File: config.mk
export PLATFORM = sky130hd
export DESIGN_NAME = gsld_top
export DESIGN_NICKNAME = d
export VERILOG_FILES = /design/src/logic/gsld_pkg.sv /design/src/logic/gsld_dec_if.sv /design/src/logic/gsld_decode.sv /design/src/logic/gsld_top.sv
export SDC_FILE = /design/constraint.sdc
export NUM_CORES = 1
export LEC_CHECK = 0
export ABC_AREA = 1
export BUFFER_PORTS_ARGS = -buffer_cell sky130_fd_sc_hd__buf_2
export CORE_MARGIN = 5
export CORE_UTILIZATION = 56
export DETAILED_ROUTE_END_ITERATION = 10
export GPL_TIMING_DRIVEN = 1
export PLACE_DENSITY = 0.88
export SLEW_MARGIN = 10
export SYNTH_ARGS = -nofsm -noshare
export SYNTH_HDL_FRONTEND = slang
export SYNTH_HIERARCHICAL = 1
export SYNTH_SLANG_ARGS = --single-unit
File: constraint.sdc
create_clock -name clock -period 3.47 [get_ports clock]
set_input_delay 0.347 -clock clock [delete_from_list [all_inputs] [get_ports clock]]
set_output_delay 0.347 -clock clock [all_outputs]
set_load 0.01 [all_outputs]
File: src/logic/gsld_pkg.sv
// Package: constants for the strap latch and decoder
package gsld_pkg;
  localparam int unsigned NUM_PINS        = 6;
  localparam int unsigned CODE_W          = 3;
  // Function codes carried per pin
  localparam logic [2:0]  CODE_UNUSED     = 3'h0;
  localparam logic [2:0]  CODE_EE_DISABLE = 3'h1;
  localparam logic [2:0]  CODE_ADDR_BIT2  = 3'h2;
  localparam logic [2:0]  CODE_SPI_WIRE   = 3'h3;
  // Timing: hold after reset release
  localparam int unsigned CLOCK_MHZ       = 100;
  localparam int unsigned HOLD_TIME_US    = 1000;
  localparam int unsigned HOLD_CYCLES     = HOLD_TIME_US * CLOCK_MHZ;
  localparam int unsigned HOLD_CNT_W      = 24;
  // Reset values of decoded outputs
  localparam logic        RST_EE_READ     = 1'b1;
  localparam logic        RST_ADDR_BIT2   = 1'b0;
  localparam logic        RST_SPI_3WIRE   = 1'b0;
endpackage

File: src/logic/gsld_dec_if.sv
// Interface: captured strap values and function codes toward the decoder
`timescale 1ns/1ps
`default_nettype none
interface gsld_dec_if #(
  parameter int unsigned NUM_PINS = gsld_pkg::NUM_PINS
);
  logic [NUM_PINS-1:0]   strap_value;
  logic [NUM_PINS*3-1:0] func_code;
  logic                  serial_interface_select_pin;
  logic                  ee_read_enable;
  logic                  slave_address_bit_two;
  logic                  spi_three_wire;
  modport ctrl (output strap_value, output func_code, output serial_interface_select_pin,
                input ee_read_enable, input slave_address_bit_two, input spi_three_wire);
  modport dec  (input strap_value, input func_code, input serial_interface_select_pin,
                output ee_read_enable, output slave_address_bit_two, output spi_three_wire);
endinterface
`default_nettype wire

File: src/logic/gsld_decode.sv
// Combinational decode of captured strap values by per-pin function code
`timescale 1ns/1ps
`default_nettype none
module gsld_decode #(
  parameter int unsigned NUM_PINS = gsld_pkg::NUM_PINS
) (
  gsld_dec_if.dec d
);
  // Field extraction used for every pin
  function automatic logic [2:0] code_of(input logic [NUM_PINS*3-1:0] codes, input int idx);
    code_of = codes[idx*3 +: 3];
  endfunction

  // Reduce all pins; codes 0 and 4..7 fall through and are ignored
  always_comb begin
    logic ee_off;
    logic a2;
    logic w3;
    ee_off = 1'b0;
    a2     = gsld_pkg::RST_ADDR_BIT2;
    w3     = gsld_pkg::RST_SPI_3WIRE;
    for (int i = 0; i < NUM_PINS; i++) begin
      case (code_of(d.func_code, i))
        // (RULE11) Any high disables
        gsld_pkg::CODE_EE_DISABLE: ee_off = ee_off | d.strap_value[i];
        // (RULE14) Highest index wins
        gsld_pkg::CODE_ADDR_BIT2:  a2 = d.strap_value[i];
        // (RULE17) Any high selects
        gsld_pkg::CODE_SPI_WIRE:   w3 = w3 | d.strap_value[i];
        // (RULE8) Value ignored
        default:                   ee_off = ee_off;
      endcase
    end
    // (RULE9) Skip read when disabled; (RULE10) read by default, I2C only
    d.ee_read_enable        = d.serial_interface_select_pin & ~ee_off;
    // (RULE12) Address bit in I2C; (RULE13) zero by default
    d.slave_address_bit_two = d.serial_interface_select_pin & a2;
    // (RULE15) Wire mode in SPI; (RULE16) four-wire default
    d.spi_three_wire        = ~d.serial_interface_select_pin & w3;
  end
endmodule
`default_nettype wire

File: src/logic/gsld_top.sv
// Strap latch: pin setup during reset, capture, hold, and decode at copy
// Function
// (RULE1) Latching off by factory default
// (RULE2) Non-volatile setting enables latching
// (RULE3) Disabled: configuration from stored settings only
// (RULE4) In reset: pins inputs, weak pull-down
// (RULE5) Capture at release, hold 1 ms
// (RULE6) Board keeps straps stable through hold
// (RULE7) Decode per-pin 3-bit code at copy
// (RULE8) Codes 0, 4-7 ignore value
// (RULE9) Code 1 high skips EEPROM read
// (RULE10) No code 1: attempt EEPROM read
// (RULE11) Several code 1: any high disables
// (RULE12) Code 2 gives address bit two
// (RULE13) No code 2: address bit zero
// (RULE14) Several code 2: highest pin wins
// (RULE15) Code 3 high selects three-wire SPI
// (RULE16) No code 3: four-wire SPI
// (RULE17) Several code 3: any high three-wire
// (RULE18) After hold pins return to normal
`timescale 1ns/1ps
`default_nettype none
module gsld_top #(
  parameter int unsigned NUM_PINS    = gsld_pkg::NUM_PINS,
  parameter int unsigned HOLD_CYCLES = gsld_pkg::HOLD_CYCLES
) (
  input  wire logic                  clock,
  input  wire logic                  rst_b,
  input  wire logic [NUM_PINS-1:0]   pin_in,
  input  wire logic [NUM_PINS-1:0]   func_out,
  input  wire logic [NUM_PINS-1:0]   func_oe,
  input  wire logic [NUM_PINS-1:0]   func_pull_down,
  input  wire logic                  latch_enable,
  input  wire logic [NUM_PINS*3-1:0] stored_func_code,
  input  wire logic                  stored_ee_read,
  input  wire logic                  stored_addr_bit2,
  input  wire logic                  stored_spi_3wire,
  input  wire logic                  serial_interface_select_pin,
  input  wire logic                  settings_copy,
  output logic [NUM_PINS-1:0]        pin_out,
  output logic [NUM_PINS-1:0]        pin_oe,
  output logic [NUM_PINS-1:0]        pin_pull_down,
  output logic [NUM_PINS-1:0]        pin_sample,
  output logic                       strap_hold,
  output logic                       ee_read_enable,
  output logic                       slave_address_bit_two,
  output logic                       spi_three_wire,
  output logic                       decode_done
);
  typedef enum {ST_RESET, ST_HOLD, ST_NORMAL} gsld_state_e;

  typedef struct packed {
    gsld_state_e                   state;
    logic [gsld_pkg::HOLD_CNT_W-1:0] cnt;
    logic [NUM_PINS-1:0]           sync1;
    logic [NUM_PINS-1:0]           sync2;
    logic [NUM_PINS-1:0]           sync3;
    logic [NUM_PINS-1:0]           pin_clean;
    logic [NUM_PINS-1:0]           captured;
    logic                          ee_read;
    logic                          addr_bit2;
    logic                          spi_3wire;
    logic                          done;
  } gsld_state_s;

  // Reset release through two flip-flops
  logic rst_meta_b;
  logic rst_sync_b;
  always_ff @(posedge clock or negedge rst_b) begin
    if (!rst_b) begin
      rst_meta_b <= 1'b0;
      rst_sync_b <= 1'b0;
    end else begin
      rst_meta_b <= 1'b1;
      rst_sync_b <= rst_meta_b;
    end
  end

  gsld_state_s      r;
  gsld_state_s      next_r;
  gsld_dec_if #(.NUM_PINS(NUM_PINS)) dec_bus ();

  assign dec_bus.strap_value                 = r.captured;
  assign dec_bus.func_code                   = stored_func_code;
  assign dec_bus.serial_interface_select_pin = serial_interface_select_pin;

  gsld_decode #(.NUM_PINS(NUM_PINS)) u_decode (
    .d (dec_bus)
  );

  localparam logic [gsld_pkg::HOLD_CNT_W-1:0] HOLD_LAST =
    gsld_pkg::HOLD_CNT_W'(HOLD_CYCLES - 1);
  // Sync stages reset to zero; capturing before they fill would latch zeros
  localparam logic [gsld_pkg::HOLD_CNT_W-1:0] SYNC_LAST =
    gsld_pkg::HOLD_CNT_W'(3);

  // Next-state logic: sync, capture, hold timer, decode at copy
  always_comb begin
    next_r       = r;
    // Pins pass three flops; a change counts when stages two and three agree
    next_r.sync1 = pin_in;
    next_r.sync2 = r.sync1;
    next_r.sync3 = r.sync2;
    for (int i = 0; i < NUM_PINS; i++) begin
      if (r.sync2[i] == r.sync3[i]) begin
        next_r.pin_clean[i] = r.sync3[i];
      end
    end
    case (r.state)
      ST_RESET: begin
        // (RULE5) Capture filtered levels
        if (r.cnt >= SYNC_LAST) begin
          next_r.captured = next_r.pin_clean;
          next_r.cnt      = '0;
          next_r.state    = ST_HOLD;
        end else begin
          next_r.cnt = r.cnt + 1'b1;
        end
      end
      ST_HOLD: begin
        // (RULE5) Hold timer
        if (r.cnt >= HOLD_LAST) begin
          next_r.state = ST_NORMAL;
        end else begin
          next_r.cnt = r.cnt + 1'b1;
        end
      end
      ST_NORMAL: begin
        next_r.cnt = r.cnt;
      end
      default: begin
        next_r.state = ST_RESET;
      end
    endcase
    // (RULE7) Decode only at settings copy
    if (settings_copy && r.state == ST_NORMAL) begin
      next_r.done = 1'b1;
      if (latch_enable) begin
        next_r.ee_read   = dec_bus.ee_read_enable;
        next_r.addr_bit2 = dec_bus.slave_address_bit_two;
        next_r.spi_3wire = dec_bus.spi_three_wire;
      end else begin
        // (RULE3) Stored settings only when latching off
        next_r.ee_read   = stored_ee_read;
        next_r.addr_bit2 = stored_addr_bit2;
        next_r.spi_3wire = stored_spi_3wire;
      end
    end
  end

  // State register; latching-off defaults until first copy
  always_ff @(posedge clock or negedge rst_sync_b) begin
    if (!rst_sync_b) begin
      r           <= '0;
      r.state     <= ST_RESET;
      // (RULE1) Factory defaults before any copy
      r.ee_read   <= gsld_pkg::RST_EE_READ;
      r.addr_bit2 <= gsld_pkg::RST_ADDR_BIT2;
      r.spi_3wire <= gsld_pkg::RST_SPI_3WIRE;
    end else begin
      r <= next_r;
    end
  end

  // Pad control: strap setup in reset and hold, then normal functions
  always_comb begin
    if (r.state == ST_NORMAL) begin
      // (RULE18) Normal functions restored
      pin_out       = func_out;
      pin_oe        = func_oe;
      pin_pull_down = func_pull_down;
    end else begin
      // (RULE4) Inputs with pull-down
      pin_out       = '0;
      pin_oe        = '0;
      pin_pull_down = '1;
    end
  end

  // Outputs come from registers
  assign pin_sample            = r.captured;
  assign strap_hold            = (r.state != ST_NORMAL);
  assign ee_read_enable        = r.ee_read;
  assign slave_address_bit_two = r.addr_bit2;
  assign spi_three_wire        = r.spi_3wire;
  assign decode_done           = r.done;
endmodule
`default_nettype wire

======== After elaboration in Yosys (flattened, before gate mapping) ========
Index checks and enable logic that the tools add are counted.
storage, ports and cells
  register bits after elaboration ......... 92
  word-level logic and storage cells ...... 103
  bits of input ports ..................... 50
operators by class
  $add $sub $neg .......................... 1
  mux-type cells .......................... 34
  eq/ne operators ......................... 31
  bitwise operators ....................... 16
  reductions and logical operators ........ 6
  order comparisons ....................... 2
operator list
  kind                                                                 number
  one-hot mux 32 bit (3 select lines)                                  1
  2-to-1 mux 32 bit                                                    2
  2-to-1 mux 24 bit                                                    2
  one-hot mux 24 bit (2 select lines)                                  1
  == test 3 x 2 -> 1 bit, second input constant                        12
  == test 32 x 1 -> 1 bit, second input constant                       1
  == test 32 x 2 -> 1 bit, second input constant                       1
  == test 32 x 3 -> 1 bit, second input constant                       1
  logical NOT 32 bit                                                   1
  inequality test 32 x 3 -> 1 bit, second input constant               1
  adder 24 x 1 -> 24 bit, second input constant                        1
  greater-or-equal comparator 24 x 17 -> 1 bit, second input constant  1
  greater-or-equal comparator 24 x 2 -> 1 bit, second input constant   1
  2-to-1 mux 1 bit                                                     24
  == test 3 x 1 -> 1 bit, second input constant                        6
  2-to-1 mux 6 bit                                                     3
  bitwise OR 1 bit                                                     10
  == test 1 bit                                                        6
  inequality test 2 bit, second input constant                         3
  AND reduction 2 bit                                                  2
  bitwise AND 1 bit                                                    3
  2-to-1 mux 3 bit                                                     1
  NOT 1 bit                                                            3
  AND reduction 3 bit                                                  1
  2 further kinds                                                      2

======== Logic depth before layout (Yosys ltp) ========
Gate-level depths: netlist of the first run.
  word-level depth ........................ 15
  mapped depth ............................ 13
  depth with buffers taken out ............ 13

======== Modules after synthesis ========
The synthesis of the first run kept the hierarchy.
modules (own cells, without submodules)
  module       cells each  instances  area an instance (µm²)
  gsld_top     359         1          2954.1
  gsld_decode  55          1          257.7

======== Worst setup path after synthesis of the first run ========
No wires, ideal clock.
  path type ............................... reg2reg
  start ................................... reg r[34] in the netlist's numbering
  end ..................................... reg r[42] in the netlist's numbering
  arrival ................................. 1.424 ns
  cell stages (with the launch flop) ...... 11
  required time ........................... 3.353 ns
  clock period less this slack ............ 1.541 ns
  setup slack ............................. 1.929 ns
  path buffers ............................ 1
  path through ............................ dfrtp_1 ha_1 nand3_2 nand2_1 nand2_1 nand2_1 nand2_2 nand4_4 buf_4 nand3_1 nand2_1
between the ends
  longest elaborated chain between the ends .. 3
  elaborated cells on any way between the ends .. 8
  those cells by class .................... add/sub: 1; order compare: 2; eq/ne: 1; mux: 3; reduce/logical: 1
ends and longest elaborated chain
  element                                                                     line                              text
  start: declaration                                                          gsld_top.sv:79                    gsld_state_s r;
  start signal: assignment                                                    gsld_top.sv:161                   r <= next_r;
  adder 24 x 1 -> 24 bit (tied with other cells)                              gsld_top.sv:117, gsld_top.sv:125
  2-to-1 mux 24 bit (tied with other cells)                                   gsld_top.sv:122                   if (r.cnt >= HOLD_LAST) begin
  one-hot mux 24 bit (2 select lines) or AND reduction 2 bit (tied branches)  -
Parallel ways exist; a longest one is shown, timed or not. The select of a mux whose other input is x is not followed.
A chain may end at the register's enable or synchronous reset.

======== Worst setup path in the final report of the first run ========
  start ................................... reg r[59] in the netlist's numbering
  end ..................................... out pin_pull_down[4]
between the ends
  longest elaborated chain between the ends .. 2
ends and longest elaborated chain
  element                  line             text
  == test 32 x 3 -> 1 bit  gsld_top.sv:167  if (r.state == ST_NORMAL) begin
  2-to-1 mux 6 bit         gsld_top.sv:167
  end: declaration         gsld_top.sv:42   output logic [NUM_PINS-1:0] pin_pull_down,
Every way passes these cells.

==> impl_metrics.yaml, run 1 <==
run_status:
  status: "finished clean"
logic_synthesis:
  synthesis.area_mm2: 0.00321
  syn_area_per_cell_um2: 7.76
  synth_ff_type: "dfrtp_1"
  synth_cell_types: 32
  synth_top_area_frac: 0.475
  synth-async-reset-ratio: 1.00
  ys_seq_area_frac: 0.483
  synth_nets: 465
  ys_top_cells_by_count: "nand2_1, nor2_1, dfrtp_1, inv_1, nand3_1"
  synth_top_area_cell: "dfrtp_1"
  synth_edf_count: 0
  ys_ff_latch: 62
  synth_area_leaders: "dfrtp_1, nand2_1, nor2_1, inv_1, nand3_1"
  ys_warn_count: 6
  netlist_instances: 414
  synth_most_common_cell: "nand2_1"
worst_setup_path:
  arrival_ps: 1640
  critPathKind: "reg -> out"
  crit_top_cell: "inv_1"
  cp_cell_sequence: "inv_1, nor2_1, inv_1, or2_2, buf_2"
  rr_startpoint: "r[34]$_DFFE_PN0P_"
  timing.rr.end: "r[39]$_DFFE_PN0P_"
  reg2regPathDepth: 10
  worstSetupEndpointType: "output port"
  max_stage_delay_ps: 380
  slowest_stage: "dfrtp_1"
  critical-path-top-delay-family: "simple AND/OR/NAND/NOR gates"
  start_kind: "flip-flop"
  cp_max_fo: 20
  reg2reg_setup_slack_ps: 1550
  critPathBufInv: 3
  required_ps: 3120
cts:
  cts_max_level: 3
  cts_setup_buffers: 0
  cts_sinks: 62
  clock_latency_ps: 350
  cts_buffers: 9
  tritoncts: "yes"
  clockBufferDepth: 2
  cts_root_buf: "clkbuf_8"
  clkTransAtPathRegs_ps: 70
timing:
  max_freq_mhz: 504
  rsz0062_at_grt: "false"
  final_hold_viol_count: 0
  skew_ps: 8.57
  finalSetupTns_ps: 0
  report.final.slew_viol_count: 0
  finalCriticalPeriod_ps: 1980
  tightestPinTransition_ps: 872
  finalSetupViolCount: 0
  slew_headroom: 0.419
  period_share: 0.572
drt:
  drt_iter0_drc: 342
  routed_wl_mm: 7.23
  drc: 0
  wire_per_inst_um: 12.8
  via_count: 2923
  ant_nets: 0
  firstDrtPassIters: 8
  via_per_inst: 5.16
finish:
  nets: 541
  drive_gt1_frac: 0.230
  antennaDiodeCount: 0
  instances_no_fill: 567
  postLayoutCellArea_mm2: 0.00381
  area_delta_synth_final_pct: 18.7
  fin_util: 0.688
floorplanning:
  die_x_um: 85.7
  io_pins: 79
  die_area_mm2: 0.00735
  floorplan.initialDensity: 0.580
  row_count: 27
  die_height_um: 85.7
  core_mm2: 0.00554
worst_hold_path:
  min_to: "next_r[25]$_DFF_PN0_"
  hp-class: "in -> reg"
  hold_depth: 1
  min-delay-start: "pin_in[3]"
placement:
  io_buffers: 78
  hpwl_mm: 5.26
  gp_congestion: 0.928
  dp_cells: 550
  dpl_cell_area_mm2: 0.00359
grt:
  grt_pass1_vias: 2855
  gr-total-overflow: 0
  grt_max_degree: 43
  antenna_found_initial: 0
  grtUsageTotal: 0.212
  grt_pass1_wl_mm: 12.3
power_and_ir_drop:
  p_leak_uw: 0.00200
  p_per_area_mw_per_mm2: 396
  p_total_uw: 1510
  ir_drop_v: 0.000313
job:
  drv_cap: 0
-- worst register-to-register path, delay by kind of cell, from the launching register on --
family	cells	cell delay [ps]
adders and majority gates	1	270
and+or+nand+nor	9	1180
DFF	1	410
-- timing repair --
item,in CTS,in global routing
hold buffers,1,0
gates resized for setup,0,0
hold endpoints to repair,2,0
-- worst max-delay path by stage --
stage | cells past startpoint | slack [ps] | endpoint | from
6_report | 5 | 1490 | pin_pull_down[4] | r[59]$_DFFE_PN0P_
5_1_grt | 10 | 1350 | r[38]$_DFFE_PN0P_ | r[34]$_DFFE_PN0P_
4_1_cts | 5 | 1470 | pin_pull_down[4] | r[59]$_DFFE_PN0P_
3_5_place_dp | 10 | 1570 | r[38]$_DFFE_PN0P_ | r[34]$_DFFE_PN0P_
3_3_place_gp | 10 | 1630 | r[47]$_DFFE_PN0P_ | r[34]$_DFFE_PN0P_
2_1_floorplan | 0 | 1620 | decode_done$_DFFE_PN0P_ | rst_sync_b$_DFF_PN0_
-- cells in the final DEF (no fill, tap or decap), types with 2 or more instances in the layout --
cell type	netlist	final
nand4_1	8	8
o21ai_0	11	11
nor2_1	68	68
a21oi_1	2	2
inv_1	55	55
clkinvlp_4	0	3
buf_2	1	78
xor2_1	10	10
nand3b_1	2	2
maj3_1	6	6
nor3_1	7	7
xnor2_1	2	2
nand2_1	106	106
dfrtp_1	61	60
nand3_1	34	34
o21bai_1	2	2
clkbuf_8	0	10
nor2_2	7	7
or2_2	6	6
-- cells by family (layout without fill, tap and decap cells) --
family,Yosys count,count (layout),share of synthesized area
flops,62,62,0.483
buf+inv,71,152,0.0986
other cells,1,1,0.00117
simple gates,244,244,0.332
fa+ha+maj,7,7,0.0226
compound gates,17,17,0.0296
xor+xnor,12,12,0.0327
-- flip-flops by register name (all words and copies together), names as in the netlist --
| name | count |
|---|---|
| ee_read_enable | 1 |
| spi_three_wire | 1 |
| slave_address_bit_two | 1 |
| r | 38 |
| pin_sample | 6 |
| next_r | 12 |
| rst_sync_b | 1 |
| rst_meta_b | 1 |
| decode_done | 1 |
-- final cells by class --
type	count	area, um^2
timing repair buffer	80	408
clock inverter	6	70.1
fill	450	1730
sequential	62	1550
multi-input combinational	281	1340
clock buffer	10	138
tap	72	90.1
inverter	56	210
-- stage by stage --
stage | setup WS (ps) | hold slack, ps
finish | 1490 | 105
global route | 1350 | 88.7
CTS | 1470 | 89.7
detailed placement | 1570 | 137
global placement | 1630 | 132
floorplan | 1620 | 51.4
-- report_power, final --
group / total [uW] / switching [uW] / internal (uW)
Combinational: 89.8 / 46.8 / 43.0
Sequential: 772 / 24.4 / 747
Clock: 649 / 295 / 354
Total: 1510 / 366 / 1140
-- layer usage --
layer | track usage | routed length (um) | vias up | share of wire
met5 | 0 | 0 | - | 0
met3 | 0.0567 | 580 | 25 | 0.080
met2 | 0.357 | 3420 | 126 | 0.47
met4 | 0.105 | 203 | 0 | 0.028
li1 | - | - | 1428 | -
met1 | 0.249 | 3020 | 1344 | 0.42
(Power assumes the default switching activity.)
==> inputs of run 2 (changes only) <==
CORE_UTILIZATION = 53   (was 56)
PLACE_DENSITY = 0.84   (was 0.88)
clock period = 2 ns   (was 3.47 ns; I/O delays follow)
==> run 2 against run 1 <==
Net effect: sequential share of layout area down 1.3 points; global-route usage is 0.21 points lower; count of clock-buffer cells in the layout is the same; die area grew 5.0%; clock power grew 96%; worst setup slack worse by 1300 ps; non-clock buffer count is 10 higher; critical path type unchanged.
==> impl_metrics.yaml, run 2 (synthesized netlist as in run 1, its figures left out) <==
timing:
  skew_ps: 7.63
  finalCriticalPeriod_ps: 1820
  finalSetupTns_ps: 0
  finalSetupViolCount: 0
  final_hold_viol_count: 0
  max_freq_mhz: 550
  report.final.slew_viol_count: 0
  rsz0062_at_grt: "false"
  hold_slack_ps: 152
  period_share: 0.909
power_and_ir_drop:
  p_per_area_mw_per_mm2: 704
  combPwrFrac: 0.063
  p_sw_frac: 0.234
  p_sw_uw: 649
  p_int_uw: 2130
  ir_drop_v: 0.000532
  power_frac_clock: 0.458
  power_frac_seq: 0.479
  p_leak_uw: 0.00207
worst_setup_path:
  critPathBufInv: 2
  critPathKind: "reg -> out"
  timing.rr.end: "r[38]$_DFFE_PN0P_"
  cp_cell_sequence: "nor2_1, inv_1, or2_2, buf_2"
  slowest_stage: "dfrtp_1"
  arrival_ps: 1620
  cp_max_fo: 20
  reg2reg_setup_slack_ps: 340
  reg2regPathDepth: 10
  required_ps: 1800
  critical-path-top-delay-family: "simple AND/OR/NAND/NOR gates"
  start_kind: "flip-flop"
  rr_startpoint: "r[34]$_DFFE_PN0P_"
  max_stage_delay_ps: 410
  worstSetupEndpointType: "output port"
floorplanning:
  io_pins: 79
  die_area_mm2: 0.00772
  die_height_um: 87.8
  floorplan.initialDensity: 0.542
  core_mm2: 0.00592
  die_x_um: 87.8
  row_count: 28
finish:
  antennaDiodeCount: 0
  largest_reg_flops: 38
  fin_util: 0.666
  drive_gt1_frac: 0.234
  nets: 551
  seqCellArea_mm2: 0.00155
  multi_input_area_mm2: 0.00134
  area_delta_synth_final_pct: 22.8
  regMostFlops: "r"
  layout_commonest_cell: "nand2_1"
  instances_no_fill: 580
  final_cell_mix: "nand2_1, buf_2, nor2_1, dfrtp_1, inv_1"
  fillers: 479
grt:
  gr-total-overflow: 0
  antenna_found_initial: 0
  grt_max_degree: 43
  grt_pass1_vias: 2849
  grt_pass1_wl_mm: 12.6
  grtUsageTotal: 0.210
worst_hold_path:
  hold_depth: 3
  min_to: "ee_read_enable$_DFFE_PN1P_"
  min-delay-start: "stored_ee_read"
  hp-class: "in -> reg"
drt:
  via_count: 2905
  routed_wl_mm: 7.29
  firstDrtPassIters: 4
  drt_iter0_drc: 243
  wire_per_inst_um: 12.6
  ant_nets: 0
  drc: 0
  via_per_inst: 5.01
cts:
  clkTransAtPathRegs_ps: 80
  cts_root_buf: "clkbuf_8"
  cts_resized: 0
  tritoncts: "yes"
  cts_sinks: 62
  clockBufferDepth: 2
  clock_latency_ps: 340
  cts_buffers: 9
  cts_max_level: 3
placement:
  dp_cells: 557
  io_buffers: 78
  gp_congestion: 0.852
  hpwl_mm: 5.33
run_status:
  status: "finished clean"
job:
  drv_cap: 0
## run 2: tightest hold or removal path, cell delays in order
cell     delay [ps]
buf_2            90
o21ai_0         120
o21ai_0          80
## run 2: area by class of cell
type | count | share of cell area
Inverter | 56 | 0.0533
Sequential cell | 62 | 0.394
Clock inverter | 6 | 0.0238
Multi-Input combinational cell | 281 | 0.341
Tap cell | 75 | 0.0238
Timing Repair Buffer | 90 | 0.129
Clock buffer | 10 | 0.0349
## run 2: repair_timing
item,in CTS,in global routing
buffers inserted,0,0
hold endpoints to repair,8,0
hold buffers,7,0
## run 2: how the worst max path moves through the flow
stage,from,to,slack (ps),cells after the start
after floorplan,rst_sync_b$_DFF_PN0_,decode_done$_DFFE_PN0P_,150,0
after global placement,r[34]$_DFFE_PN0P_,r[34]$_DFFE_PN0P_,430,10
after detailed placement,r[34]$_DFFE_PN0P_,r[35]$_DFFE_PN0P_,360,10
after CTS,r[59]$_DFFE_PN0P_,pin_pull_down[2],160,5
after global routing,r[59]$_DFFE_PN0P_,pin_pull_down[4],20,5
final,r[58]$_DFFE_PN0P_,pin_pull_down[5],180,4
## run 2: routing by layer
layer,up-vias,global-route usage,routed length [um]
met4,0,0.100,174
met3,18,0.0386,608
met1,1317,0.263,3070
met2,120,0.349,3440
met5,-,0,0
li1,1450,-,-
## run 2: power groups by stage
stage          clock network (uW)  registers (uW)  logic, uW
3_3_place_gp                    0            1350        158
5_1_grt                      1360            1340        197
6_report                     1270            1330        175
3_5_place_dp                    0            1350        164
4_1_cts                      1290            1330        176
2_1_floorplan                   0            1360       80.4
## run 2: metrics by stage
stage	instance area, um^2	total power [uW]	setup WS (ps)
floorplan	3210	1440	148
global placement	3640	1510	434
detailed placement	3640	1520	360
CTS	3940	2800	155
global route	3940	2900	16.9
finish	3940	2770	183
==> inputs of run 3 (changes only) <==
CORE_ASPECT_RATIO = 0.75   (was unset)
==> run 3 against run 2 <==
Net effect: die area is 0.21% higher; clock power fell by 19%; clock skew is essentially flat; utilization rose by 0.48 points; critical endpoint is now pin_pull_down[0]; highest routed layer unchanged.
==> impl_metrics.yaml, run 3 (synthesized netlist as in run 1, its figures left out) <==
cts:
  clockBufferDepth: 2
  cts_root_buf: "clkbuf_8"
  clkTransAtPathRegs_ps: 80
  clock_latency_ps: 350
  cts_buffers: 9
  cts_sinks: 62
  cts_max_level: 3
  tritoncts: "yes"
worst_setup_path:
  timing.rr.end: "r[44]$_DFFE_PN0P_"
  worstSetupEndpointType: "output port"
  arrival_ps: 1620
  crit_end: "pin_pull_down[0]"
  cp_max_fo: 5
  crit_start: "r[59]$_DFFE_PN0P_"
  reg2regPathDepth: 10
  start_kind: "flip-flop"
  critPathKind: "reg -> out"
  required_ps: 1800
  reg2reg_setup_slack_ps: 250
  rr_startpoint: "r[34]$_DFFE_PN0P_"
grt:
  grt_pass1_wl_mm: 12.0
  grt_pass1_vias: 2699
  gr-total-overflow: 0
  antenna_found_initial: 0
  grt_max_degree: 61
  grtUsageTotal: 0.194
finish:
  regMostFlops: "r"
  layout_commonest_cell: "nand2_1"
  drive_gt1_frac: 0.241
  final_cell_mix: "nand2_1, buf_2, nor2_1, dfrtp_1, inv_1"
  instances_no_fill: 585
  largest_reg_flops: 38
  antennaDiodeCount: 0
  nets: 553
  area_delta_synth_final_pct: 22.3
timing:
  period_share: 0.912
  report.final.slew_viol_count: 0
  setup_ws_ps: 176
  final_hold_viol_count: 0
  tightestPinTransition_ps: 532
  hold_slack_ps: 141
  slew_headroom: 0.645
  finalSetupViolCount: 0
  finalCriticalPeriod_ps: 1820
  skew_ps: 7.31
  max_freq_mhz: 548
  finalSetupTns_ps: 0
  rsz0062_at_grt: "false"
drt:
  via_count: 2888
  route.met2.wl_mm: 3.19
  drc: 0
  firstDrtPassIters: 5
  wire_per_inst_um: 12.2
  routed_wl_mm: 7.14
  highest_layer: "met4"
  ant_nets: 0
  wl_met1_mm: 3.18
  via_per_inst: 4.94
  drt_iter0_drc: 210
  dr_wl_met3_um: 673
floorplanning:
  die_x_um: 99.9
  die_area_mm2: 0.00773
  core_mm2: 0.00586
  floorplan.initialDensity: 0.549
  row_count: 24
  die_height_um: 77.4
  io_pins: 79
placement:
  dp_cells: 559
  place_ws_ps: 269
  gp_congestion: 0.893
  io_buffers: 78
  hpwl_mm: 5.23
worst_hold_path:
  hp-class: "in -> async"
power_and_ir_drop:
  ir_drop_v: 0.000479
  p_leak_uw: 0.00205
  p_per_area_mw_per_mm2: 645
job:
  drv_cap: 0
run_status:
  status: "finished clean"
[run 3: cell count changes in the layout (fill, tap and decap cells not counted), sizes merged]
| cell | previous run | this run |
|---|---|---|
| clkinvlp | 1 | 4 |
| bufinv | 2 | 0 |
| inv | 56 | 58 |
| clkbuf | 10 | 9 |
[run 3: power by group]
| part | switching (uW) | leakage, uW | internal, uW | total [uW] |
|---|---|---|---|---|
| registers | 27.8 | 0.000764 | 1300 | 1320 |
| logic | 93.7 | 0.00119 | 85.0 | 179 |
| clock network | 557 | 0.0000927 | 474 | 1030 |
| total | 679 | 0.00205 | 1860 | 2530 |
[run 3: worst min-delay path by stage]
stage                from              endpoint  slack (ps)  cells after the start
floorplan           rst_b  rst_meta_b$_DFF_PN0_        -100                      0
global placement    rst_b  rst_meta_b$_DFF_PN0_         -20                      1
detailed placement  rst_b  rst_meta_b$_DFF_PN0_         -10                      1
CTS                 rst_b  rst_meta_b$_DFF_PN0_         140                      2
global route        rst_b  rst_sync_b$_DFF_PN0_         140                      2
finish              rst_b  rst_sync_b$_DFF_PN0_         140                      2
[run 3: final cells by class]
class | count | area (um^2)
fillers | 479 | 1930
flip-flops and latches | 62 | 1550
multi-input cells | 281 | 1350
repair buffers | 90 | 510
inverters | 56 | 214
clock buffers | 9 | 124
well taps | 78 | 97.6
clock inverters | 7 | 62.6
repair inverters | 2 | 15.0
[run 3: worst max-delay path, stage by stage, from the launching register on]
cell	delay [ps]
dfrtp_1	380
inv_1	90
nor2_4	210
clkinvlp_4	170
or2_2	290
buf_2	140
[run 3: timing repair]
item,4_1_cts,5_1_grt
buffers inserted,0,1
endpoints found under the hold margin,8,0
endpoints found under the setup margin,0,6
resized for setup,0,5
hold buffers,7,0
[run 3: per-layer routing]
layer	vias up	global-route usage
li1	1452	-
met4	0	0.0859
met1	1326	0.253
met3	9	0.0618
met2	101	0.298
met5	-	0
[run 3: stage by stage]
step	cell area, um^2	power [uW]	utilization
after floorplan	3210	1440	-
after global placement	3640	1510	0.621
after detailed placement	3640	1520	0.621
after CTS	3890	2560	0.665
after global routing	3930	2650	0.671
final	3930	2530	0.671
